**config.mk**
```make
export PLATFORM = sky130hd
export DESIGN_NAME = atr_regs
export DESIGN_NICKNAME = d
export VERILOG_FILES = /design/src/atr_pkg.sv /design/src/atr_detect.sv /design/src/atr_regs.sv
export SDC_FILE = /design/constraint.sdc
export NUM_CORES = 1
export LEC_CHECK = 0
export BUFFER_PORTS_ARGS = -buffer_cell sky130_fd_sc_hd__buf_4
export CORE_MARGIN = 4
export CORE_UTILIZATION = 40
export CTS_CLUSTER_SIZE = 14
export DETAILED_ROUTE_END_ITERATION = 6
export PLACE_DENSITY = 0.64
export SKIP_LAST_GASP = 1
export SYNTH_ARGS = -nofsm -noshare
export SYNTH_HDL_FRONTEND = slang
export SYNTH_SLANG_ARGS = --single-unit
```
**constraint.sdc**
```tcl
create_clock -name clk -period 3.9 [get_ports clk]
set_clock_uncertainty 0.15 [all_clocks]
set_input_delay 0.195 -clock clk [delete_from_list [all_inputs] [get_ports clk]]
set_output_delay 0.195 -clock clk [all_outputs]
set_load 0.02 [all_outputs]
```
**src/atr_pkg.sv**
```systemverilog
// package: register map, field layout and types of the threshold / channel 0 register bank
// Contract
// - register 07h holds threshold bits 23..8 across its full 16 bits.
// - register 08h bits 15..8 hold threshold bits 7..0, forming one 24-bit signed threshold.
// - register 08h bits 3..0 hold the read-write global dc filter setting, reset zero.
// - register 09h bits 15..6 hold channel 0 phase delay, 10-bit signed modulator cycles, reset zero.
// - channel 0 dc filter off bit 2 at 0 follows the global setting, at 1 bypasses the filter for channel 0 only.
// - channel 0 input select bits 1..0 choose normal pins, shorted, positive or negative dc test signal.
// - register 0Ah holds channel 0 offset bits 23..8 across its full 16 bits.
// - threshold, channel 0 config and offset upper registers reset to all zeros.
// - register 0Bh bits 15..8 hold channel 0 offset bits 7..0.
// - threshold exceedances are counted and a detection is declared once the configured number is reached in a measurement.
package atr_pkg;
   localparam int ATR_ADDR_W = 6;
   // printed offsets are word indices; byte address is four times these
   localparam logic [3:0] ATR_IDX_TH_HIGH = 4'h7;
   localparam logic [3:0] ATR_IDX_TH_LOW = 4'h8;
   localparam logic [3:0] ATR_IDX_CHANNEL0_CONFIG = 4'h9;
   localparam logic [3:0] ATR_IDX_OFS_HIGH = 4'hA;
   localparam logic [3:0] ATR_IDX_OFS_LOW = 4'hB;
   localparam logic [3:0] ATR_IDX_CD_CTRL = 4'hC;
   localparam logic [3:0] ATR_IDX_CD_STAT = 4'hD;
   localparam logic [15:0] ATR_REG_RESET = 16'h0000;
   localparam logic [15:0] ATR_TH_LOW_MASK = 16'hFF0F;
   localparam logic [15:0] ATR_CHANNEL0_CONFIG_MASK = 16'hFFC7;
   localparam logic [15:0] ATR_OFS_LOW_MASK = 16'hFF00;
   localparam logic [15:0] ATR_CD_CTRL_MASK = 16'h0007;
   localparam int ATR_PHASE_LSB = 6;
   localparam int ATR_DCOFF_BIT = 2;
   localparam int ATR_MEAS_LEN = 128;
   typedef enum logic [1:0] {
      ATR_IN_PINS,
      ATR_IN_SHORT,
      ATR_IN_TEST_POS,
      ATR_IN_TEST_NEG
   } atr_input_type;
   typedef struct packed {
      logic [23:0] detect_threshold;
      logic [3:0] dc_filter_setting;
      logic [9:0] chan0_phase_delay;
      logic chan0_dc_filter_off;
      logic [3:0] chan0_dc_filter_eff;
      atr_input_type chan0_input_select;
      logic [23:0] chan0_offset;
   } atr_cfg_type;
endpackage

```
**src/atr_detect.sv**
```systemverilog
// current-detect counter: counts exceedances per measurement and flags a detection that holds until reset
`timescale 1ns/10ps
module atr_detect
   import atr_pkg::*;
#(
   parameter int MEAS_LEN = ATR_MEAS_LEN
) (
   input wire logic clk,
   input wire logic rstn,
   input wire logic sample_valid,
   input wire logic signed [23:0] sample,
   input wire logic signed [23:0] threshold,
   input wire logic [2:0] num_sel,
   output logic detected,
   output logic [7:0] count
);
   logic [15:0] meas_cnt;
   logic [8:0] need;
   logic over;
   logic [23:0] mag;
   logic [7:0] next_count;
   assign mag = sample[23] ? 24'(-sample) : sample;
   assign over = $signed(mag) > threshold;
   assign need = 9'(1) << num_sel;
   // saturates so a long burst cannot wrap back below the needed count
   assign next_count = (over && count != 8'hFF) ? count + 8'h01 : count;
   always_ff @(posedge clk or negedge rstn) begin
      if (!rstn) begin
         meas_cnt <= 16'h0000;
         count <= 8'h00;
      end else if (sample_valid) begin
         // new measurement restarts the exceedance count
         if (meas_cnt == 16'(MEAS_LEN - 1)) begin
            meas_cnt <= 16'h0000;
            count <= 8'h00;
         end else begin
            meas_cnt <= meas_cnt + 16'h0001;
            count <= next_count;
         end
      end
   end
   // sticky until cleared by reset; a detection stays visible for software
   always_ff @(posedge clk or negedge rstn) begin
      if (!rstn) begin
         detected <= 1'b0;
      end else if (sample_valid && {1'b0, next_count} >= need) begin
         // looks at the count including this sample, so the last sample of a measurement is not lost
         detected <= 1'b1;
      end
   end
endmodule

```
**src/atr_regs.sv**
```systemverilog
// threshold, dc filter and channel 0 configuration register bank on avalon-mm
//
// Chosen here: the Avalon-MM register port.
`timescale 1ns/10ps
module atr_regs
   import atr_pkg::*;
(
   input wire logic clk,
   input wire logic rstn,
   input wire logic [ATR_ADDR_W-1:0] address,
   input wire logic read,
   input wire logic write,
   input wire logic [31:0] writedata,
   input wire logic [3:0] byteenable,
   output logic [31:0] readdata,
   output logic waitrequest,
   input wire logic sample_valid,
   input wire logic signed [23:0] sample,
   output atr_cfg_type cfg,
   output logic detected
);
   logic [15:0] th_high;
   logic [15:0] th_low;
   logic [15:0] channel0_config;
   logic [15:0] ofs_high;
   logic [15:0] ofs_low;
   logic [15:0] cd_ctrl;
   logic ack;
   logic [3:0] idx;
   logic [7:0] cd_count;
   logic [15:0] wmask;
   logic wr_go;

   function automatic logic [15:0] merge(input logic [15:0] old, input logic [15:0] mask);
      merge = (old & ~(mask & wmask)) | (writedata[15:0] & mask & wmask);
   endfunction

   assign idx = address[ATR_ADDR_W-1:2];
   assign wmask = {{8{byteenable[1]}}, {8{byteenable[0]}}};
   // one wait cycle per access keeps read data registered
   assign waitrequest = (read | write) & ~ack;
   assign wr_go = write & ~ack;

   always_ff @(posedge clk or negedge rstn) begin
      if (!rstn) begin
         ack <= 1'b0;
      end else begin
         ack <= (read | write) & ~ack;
      end
   end

   always_ff @(posedge clk or negedge rstn) begin
      if (!rstn) begin
         th_high <= ATR_REG_RESET;
         th_low <= ATR_REG_RESET;
         channel0_config <= ATR_REG_RESET;
         ofs_high <= ATR_REG_RESET;
         ofs_low <= ATR_REG_RESET;
         cd_ctrl <= ATR_REG_RESET;
      end else if (wr_go) begin
         unique case (idx)
            ATR_IDX_TH_HIGH: th_high <= merge(th_high, 16'hFFFF);
            ATR_IDX_TH_LOW: th_low <= merge(th_low, ATR_TH_LOW_MASK);
            ATR_IDX_CHANNEL0_CONFIG: channel0_config <= merge(channel0_config, ATR_CHANNEL0_CONFIG_MASK);
            ATR_IDX_OFS_HIGH: ofs_high <= merge(ofs_high, 16'hFFFF);
            ATR_IDX_OFS_LOW: ofs_low <= merge(ofs_low, ATR_OFS_LOW_MASK);
            ATR_IDX_CD_CTRL: cd_ctrl <= merge(cd_ctrl, ATR_CD_CTRL_MASK);
            default: ;
         endcase
      end
   end

   // unmapped addresses read zero and writes there are dropped
   always_ff @(posedge clk or negedge rstn) begin
      if (!rstn) begin
         readdata <= 32'h00000000;
      end else if (read & ~ack) begin
         unique case (idx)
            ATR_IDX_TH_HIGH: readdata <= {16'h0000, th_high};
            ATR_IDX_TH_LOW: readdata <= {16'h0000, th_low};
            ATR_IDX_CHANNEL0_CONFIG: readdata <= {16'h0000, channel0_config};
            ATR_IDX_OFS_HIGH: readdata <= {16'h0000, ofs_high};
            ATR_IDX_OFS_LOW: readdata <= {16'h0000, ofs_low};
            ATR_IDX_CD_CTRL: readdata <= {16'h0000, cd_ctrl};
            ATR_IDX_CD_STAT: readdata <= {16'h0000, cd_count, 7'h00, detected};
            default: readdata <= 32'h00000000;
         endcase
      end
   end

   always_comb begin
      cfg.detect_threshold = {th_high, th_low[15:8]};
      cfg.dc_filter_setting = th_low[3:0];
      cfg.chan0_phase_delay = channel0_config[15:ATR_PHASE_LSB];
      cfg.chan0_dc_filter_off = channel0_config[ATR_DCOFF_BIT];
      // zero setting means filter bypassed for channel 0 only
      cfg.chan0_dc_filter_eff = channel0_config[ATR_DCOFF_BIT] ? 4'h0 : th_low[3:0];
      cfg.chan0_input_select = atr_input_type'(channel0_config[1:0]);
      cfg.chan0_offset = {ofs_high, ofs_low[15:8]};
   end

   atr_detect u_detect (
      .clk(clk),
      .rstn(rstn),
      .sample_valid(sample_valid),
      .sample(sample),
      .threshold(cfg.detect_threshold),
      .num_sel(cd_ctrl[2:0]),
      .detected(detected),
      .count(cd_count)
   );
endmodule

```
==> flow_metrics.tcl, run 1 <==
set metrics [dict create \
    outcome "finished with violations" \
    violations "negative setup slack" \
    drive_above_1_share_pct 34.5 \
    cell_internal_pwr_mw 2.71 \
    antenna_left 0 \
    avgSynthCellArea_um2 9.98 \
    async_reset_ff_share_pct 100 \
    rows 45 \
    antenna_cells 0 \
    synth_area_um2 6390 \
    fmax_ghz 0.209 \
    die_area_um2 18100 \
    critPathTopFamily "simple AND/OR/NAND/NOR gates" \
    routabilityCongestion 0.902 \
    drt_first_iter_violations 470 \
    cts_root_buf "clkbuf_16" \
    synthFlopType "dfrtp_1" \
    place_hpwl_um 14700 \
    worst_slack_ns -0.880 \
    final_hold_viol_count 0 \
    grt_pass1_wl_um 31100 \
    die_x_um 134 \
    first_global_vias 5785 \
    io_pins 174 \
    nets 944 \
    synth_edf_count 0 \
    ys_ff_latch 110 \
    final_common_cell "buf_4" \
    setup_viol 8 \
    clockPowerShare_pct 22.4 \
    rsz0062_at_grt "yes" \
    coreArea_um2 15400 \
    vias 5745 \
    powerDensity_nw_per_um2 496 \
    cts.sinks 110 \
    tightestPinTransition_ns 0.972 \
    syn_inst 640 \
    crit_slowest_cell "or4_4" \
    slew_viol_final 0 \
    layout_common_cells "buf_4, dfrtp_1, nand2_1" \
    drc_errors 0 \
    synthToLayoutAreaGrowth_pct 35.5 \
    cts_tree "done" \
    clockBufferDepth 2 \
    cp_data_arrival_time_ns 4.87 \
    cpPeakStageDelay_ns 0.42 \
    firstDrtPassIters 6 \
    r2r_setup_slack_ns 0.31 \
    required_ns 3.99 \
    htreeDepth 3 \
    min_period_over_period_pct 123 \
    routedWlPerCell_um 18.9 \
    dp.cells 1005 \
    grt_max_degree 67 \
    cp-start-kind "primary input" \
    synth_seq_area_share_pct 43.1 \
    wirelength_um 19900 \
    peakVddDrop_mv 0.303 \
    cp_max_fo 4 \
    clkTransAtPathRegs_ns 0.07 \
    synth_cell_types 58 \
    swShare_pct 36.8 \
    cap_viol_max_count 0 \
    die_y_um 134 \
    start_util_pct 41.4 \
    hp-class "primary input to flip-flop" \
    antenna_found_initial 0 \
    combPwrFrac_pct 40.2 \
    power_switching_mw 1.58 \
    ys_warn_count 0 \
    crit_buf_inv 2 \
    hold_ws_ns 0.0648 \
    endpoint_kind "flip-flop" \
    power_leakage_nw 4.17 \
    clock_latency_ns 0.36 \
    port_buffers 137 \
    relSlewSlack_pct 35.1 \
    period_needed_ns 4.78 \
    path_class "primary input to flip-flop" \
    grt-ovfl-total 0 \
    via_per_inst 5.45 \
    fin_cells 1054 \
    p_seq_share_pct 37.4 \
    grt_use_total_pct 21.7 \
    numCtsBuffers 9 \
]
## power groups by stage
stage | Clock [mW] | Sequential [mW] | Combinational, mW
floorplan | 0 | 1.71 | 0.804
CTS | 0.976 | 1.60 | 1.64
global placement | 0 | 1.61 | 1.48
finish | 0.962 | 1.61 | 1.73
detailed placement | 0 | 1.62 | 1.52
global route | 1.02 | 1.64 | 1.89
## cells in the mapped netlist (3+ instances only)
library cell  count  area share (%)
a21o_1           10             1.2
a21oi_1          28             2.2
a221oi_1          3            0.41
a222oi_1         20             3.1
a22o_1            3            0.41
a32oi_1           3            0.41
and3_1           14             1.4
buf_1             3            0.18
buf_4            16             1.9
clkbuf_1         18             1.1
dfrtp_1         110              43
ha_1             35             6.9
inv_1            31             1.8
mux2_2           49             8.6
mux2i_1           4            0.63
nand2_1          80             4.7
nand2b_1         11             1.1
nand3_1           6            0.47
nand3b_1          3            0.35
nand4_1           9            0.88
nor2_1           27             1.6
nor2b_1          11             1.1
nor3_1           10            0.78
nor4_1            3            0.29
o211ai_1          3            0.35
o21ai_0          44             3.4
o31ai_1           6            0.71
o41ai_1           3            0.41
or3_1             4            0.39
or4_1             3            0.35
xnor2_1          34             4.7
xor2_1            3            0.41
## repair_timing
| item | 4_1_cts | 5_1_grt |
|---|---|---|
| endpoints found under the hold margin | 131 | 0 |
| buffers inserted | 7 | 12 |
| gates resized for setup | 17 | 23 |
| setup endpoints to repair | 5 | 9 |
| hold buffers | 19 | 0 |
| pin swaps | 12 | 19 |
## path summary, 6_finish.rpt
check,to,depth (start not counted),from
min,u_detect.count[7],2,sample_valid
max,u_detect.detected,26,sample[3]
max in group asynchronous,async pin,3,rstn
min reg2reg,ack,1,ack
max reg2reg,u_detect.detected,19,flip-flop
min in group asynchronous,u_detect.meas_cnt[2],2,rstn
## cells by family after synthesis
family | synth area share, %
buffers and inverters | 5.01
xor gates and xnor gates | 5.07
muxes | 9.26
and+or+nand+nor | 15.4
other | 0.0587
AOI/OAI and AO/OA | 15.3
adders and majority gates | 6.85
DFF | 43.1
## metal layers
metal | up-vias | GRT usage (%) | part of all wire [%]
li1 | 2684 | - | -
met1 | 2819 | 29.7 | 43
met2 | 218 | 35.5 | 49
met3 | 24 | 3.11 | 5.9
met4 | 0 | 6.73 | 1.9
met5 | - | 0 | 0
## final cells by class
class / count / area [um^2]
clock inverter: 5 / 63.8
timing repair buffer: 210 / 1660
tap: 211 / 264
clock buffer: 11 / 243
sequential: 110 / 2750
multi-input combinational: 476 / 3560
fill: 1374 / 6770
inverter: 31 / 116
## through the flow
stage / cell area, um^2 / util [%] / setup TNS (ns) / power, mW / setup WS, ns
5_1_grt: 8660 / 56.1 / -3.62 / 4.55 / -1.15
4_1_cts: 8510 / 55.2 / -1.52 / 4.22 / -0.810
3_5_place_dp: 7890 / 51.1 / -4.38 / 3.14 / -1.33
6_report: 8660 / 56.1 / -2.08 / 4.30 / -0.880
2_1_floorplan: 6490 / - / -1.04 / 2.51 / -0.970
3_3_place_gp: 7890 / 51.1 / -3.44 / 3.08 / -1.19
Power figures use the tool's default switching activity.
==> run 2: changes to the inputs <==
Settings changed: CELL_PAD_IN_SITES_DETAIL_PLACEMENT from default to 0, CELL_PAD_IN_SITES_GLOBAL_PLACEMENT from default to 1, PLACE_DENSITY 0.64 to 0.8.
==> flow_metrics.tcl, run 2 (synthesis results as in run 1) <==
set metrics [dict create \
    power_leakage_nw 4.13 \
    crit_slowest_cell "or4_4" \
    port_buffers 137 \
    worstReg2RegEnd "u_detect.detected" \
    violations "negative setup slack" \
    peakVddDrop_mv 0.258 \
    grt_use_total_pct 21.7 \
    final_common_cell "buf_4" \
    drt_first_iter_violations 599 \
    endpoint_kind "flip-flop" \
    fin_setup_tns_ns -2.94 \
    combPwrFrac_pct 40.0 \
    wirelength_um 20000 \
    layout_common_cells "buf_4, dfrtp_1, nand2_1" \
    synthToLayoutAreaGrowth_pct 34.4 \
    numCtsBuffers 9 \
    tightestPinTransition_ns 1.00 \
    slew_viol_final 0 \
    fin_cells 1050 \
    p_seq_share_pct 37.4 \
    cpPeakStageDelay_ns 0.42 \
    antenna_left 0 \
    antenna_cells 0 \
    via_per_inst 5.48 \
    coreArea_um2 15400 \
    drc_errors 0 \
    grt-ovfl-total 0 \
    seq_area_um2 2750 \
    htreeDepth 3 \
    power_switching_mw 1.57 \
    nets 940 \
    critPathTopFamily "simple AND/OR/NAND/NOR gates" \
    cts.sinks 110 \
    swShare_pct 36.4 \
    antenna_found_initial 0 \
    cts_tree "done" \
    outcome "finished with violations" \
    cp_data_arrival_time_ns 4.87 \
    rows 45 \
    cts_root_buf "clkbuf_16" \
    first_global_vias 5730 \
    final_hold_viol_count 0 \
    min_period_over_period_pct 122 \
    whs_endpoint "u_detect.meas_cnt[5]" \
    vias 5754 \
    die_area_um2 18100 \
    place_hpwl_um 15200 \
    hold_ws_ns 0.0739 \
    dpl-instance-area_um2 7910 \
    cap_viol_max_count 0 \
    clock_latency_ns 0.35 \
    io_pins 174 \
    start_util_pct 41.4 \
    r2r_setup_slack_ns 0.24 \
    cell_internal_pwr_mw 2.74 \
    rsz0062_at_grt "yes" \
    clockBufferDepth 2 \
    path_class "primary input to flip-flop" \
    setup_viol 7 \
    fmax_ghz 0.209 \
    required_ns 3.99 \
    cp-start-kind "primary input" \
    hp-class "primary input to flip-flop" \
    holdCritStartpoint "sample_valid" \
    design_area_um2 8590 \
    firstDrtPassIters 6 \
    dp.cells 1008 \
    grt_max_degree 44 \
    reg2reg_depth 18 \
    cp_max_fo 4 \
    worst_slack_ns -0.877 \
    period_needed_ns 4.78 \
    clockPowerShare_pct 22.6 \
    fillers 1390 \
    die_y_um 134 \
    powerDensity_nw_per_um2 502 \
    die_x_um 134 \
    crit_buf_inv 3 \
    multiInputGateArea_um2 3500 \
    drive_above_1_share_pct 33.7 \
    relSlewSlack_pct 33.0 \
    routabilityCongestion 0.877 \
    total_power_mw 4.31 \
    grt_pass1_wl_um 30800 \
    holdPathStages 3 \
    clkTransAtPathRegs_ns 0.07 \
    routedWlPerCell_um 19.0 \
]
-- run 2: changes by cell type in the layout (fill, tap and decap cells not counted), moves of 2 or more --
cell	previous run	this run
a21oi_1	25	27
a21oi_2	3	1
and3_1	11	13
and3_4	3	1
buf_4	181	179
buf_6	10	6
clkbuf_8	1	3
inv_6	3	0
-- run 2: how the worst max path moves through the flow --
stage,startpoint,to,slack [ns],cells past startpoint
5_1_grt,sample[5],u_detect.detected,-1.14,26
3_5_place_dp,sample[3],u_detect.detected,-1.27,25
4_1_cts,sample[5],u_detect.detected,-0.81,26
2_1_floorplan,sample[3],u_detect.detected,-0.97,24
3_3_place_gp,sample[3],u_detect.detected,-1.16,25
6_report,sample[5],u_detect.detected,-0.88,26
-- run 2: layout make-up --
class                   count  share of cell area [%]
clock inverters             4                   0.627
inverters                  31                    1.36
clock buffers              12                    3.10
flip-flops and latches    110                    32.1
well taps                 211                    3.07
repair buffers            206                    19.1
multi-input cells         476                    40.7
-- run 2: stage by stage --
step	setup slack [ns]	util, %
after floorplan	-0.970	-
after global placement	-1.16	51.3
after detailed placement	-1.27	51.3
after CTS	-0.810	55.4
after global routing	-1.14	55.7
final	-0.877	55.7
-- run 2: metal layers --
metal  track usage, %  wire, um  share of wire, %
met1             30.2      8790                44
met2             34.6      9480                47
met3             2.96      1170               5.9
met4             8.03       530               2.7
met5                0         0                 0
-- run 2: power groups by stage --
| stage | sequential, mW | combinational, mW | clock, mW |
|---|---|---|---|
| 5_1_grt | 1.64 | 1.88 | 1.03 |
| 2_1_floorplan | 1.71 | 0.804 | 0 |
| 6_report | 1.61 | 1.72 | 0.976 |
| 4_1_cts | 1.60 | 1.70 | 0.986 |
| 3_3_place_gp | 1.61 | 1.50 | 0 |
| 3_5_place_dp | 1.62 | 1.56 | 0 |
-- run 2: worst min-delay path: stages --
cell and delay, ns:
buf_4 0.19, nand2_1 0.08, o21ai_0 0.07
-- run 2: timing repair --
item                                    CTS  global route
endpoints found under the hold margin   100             0
endpoints found under the setup margin    8             9
hold buffers                             19             0
gates resized for setup                  17             9
buffers inserted                          6             1
pin swaps                                17            10
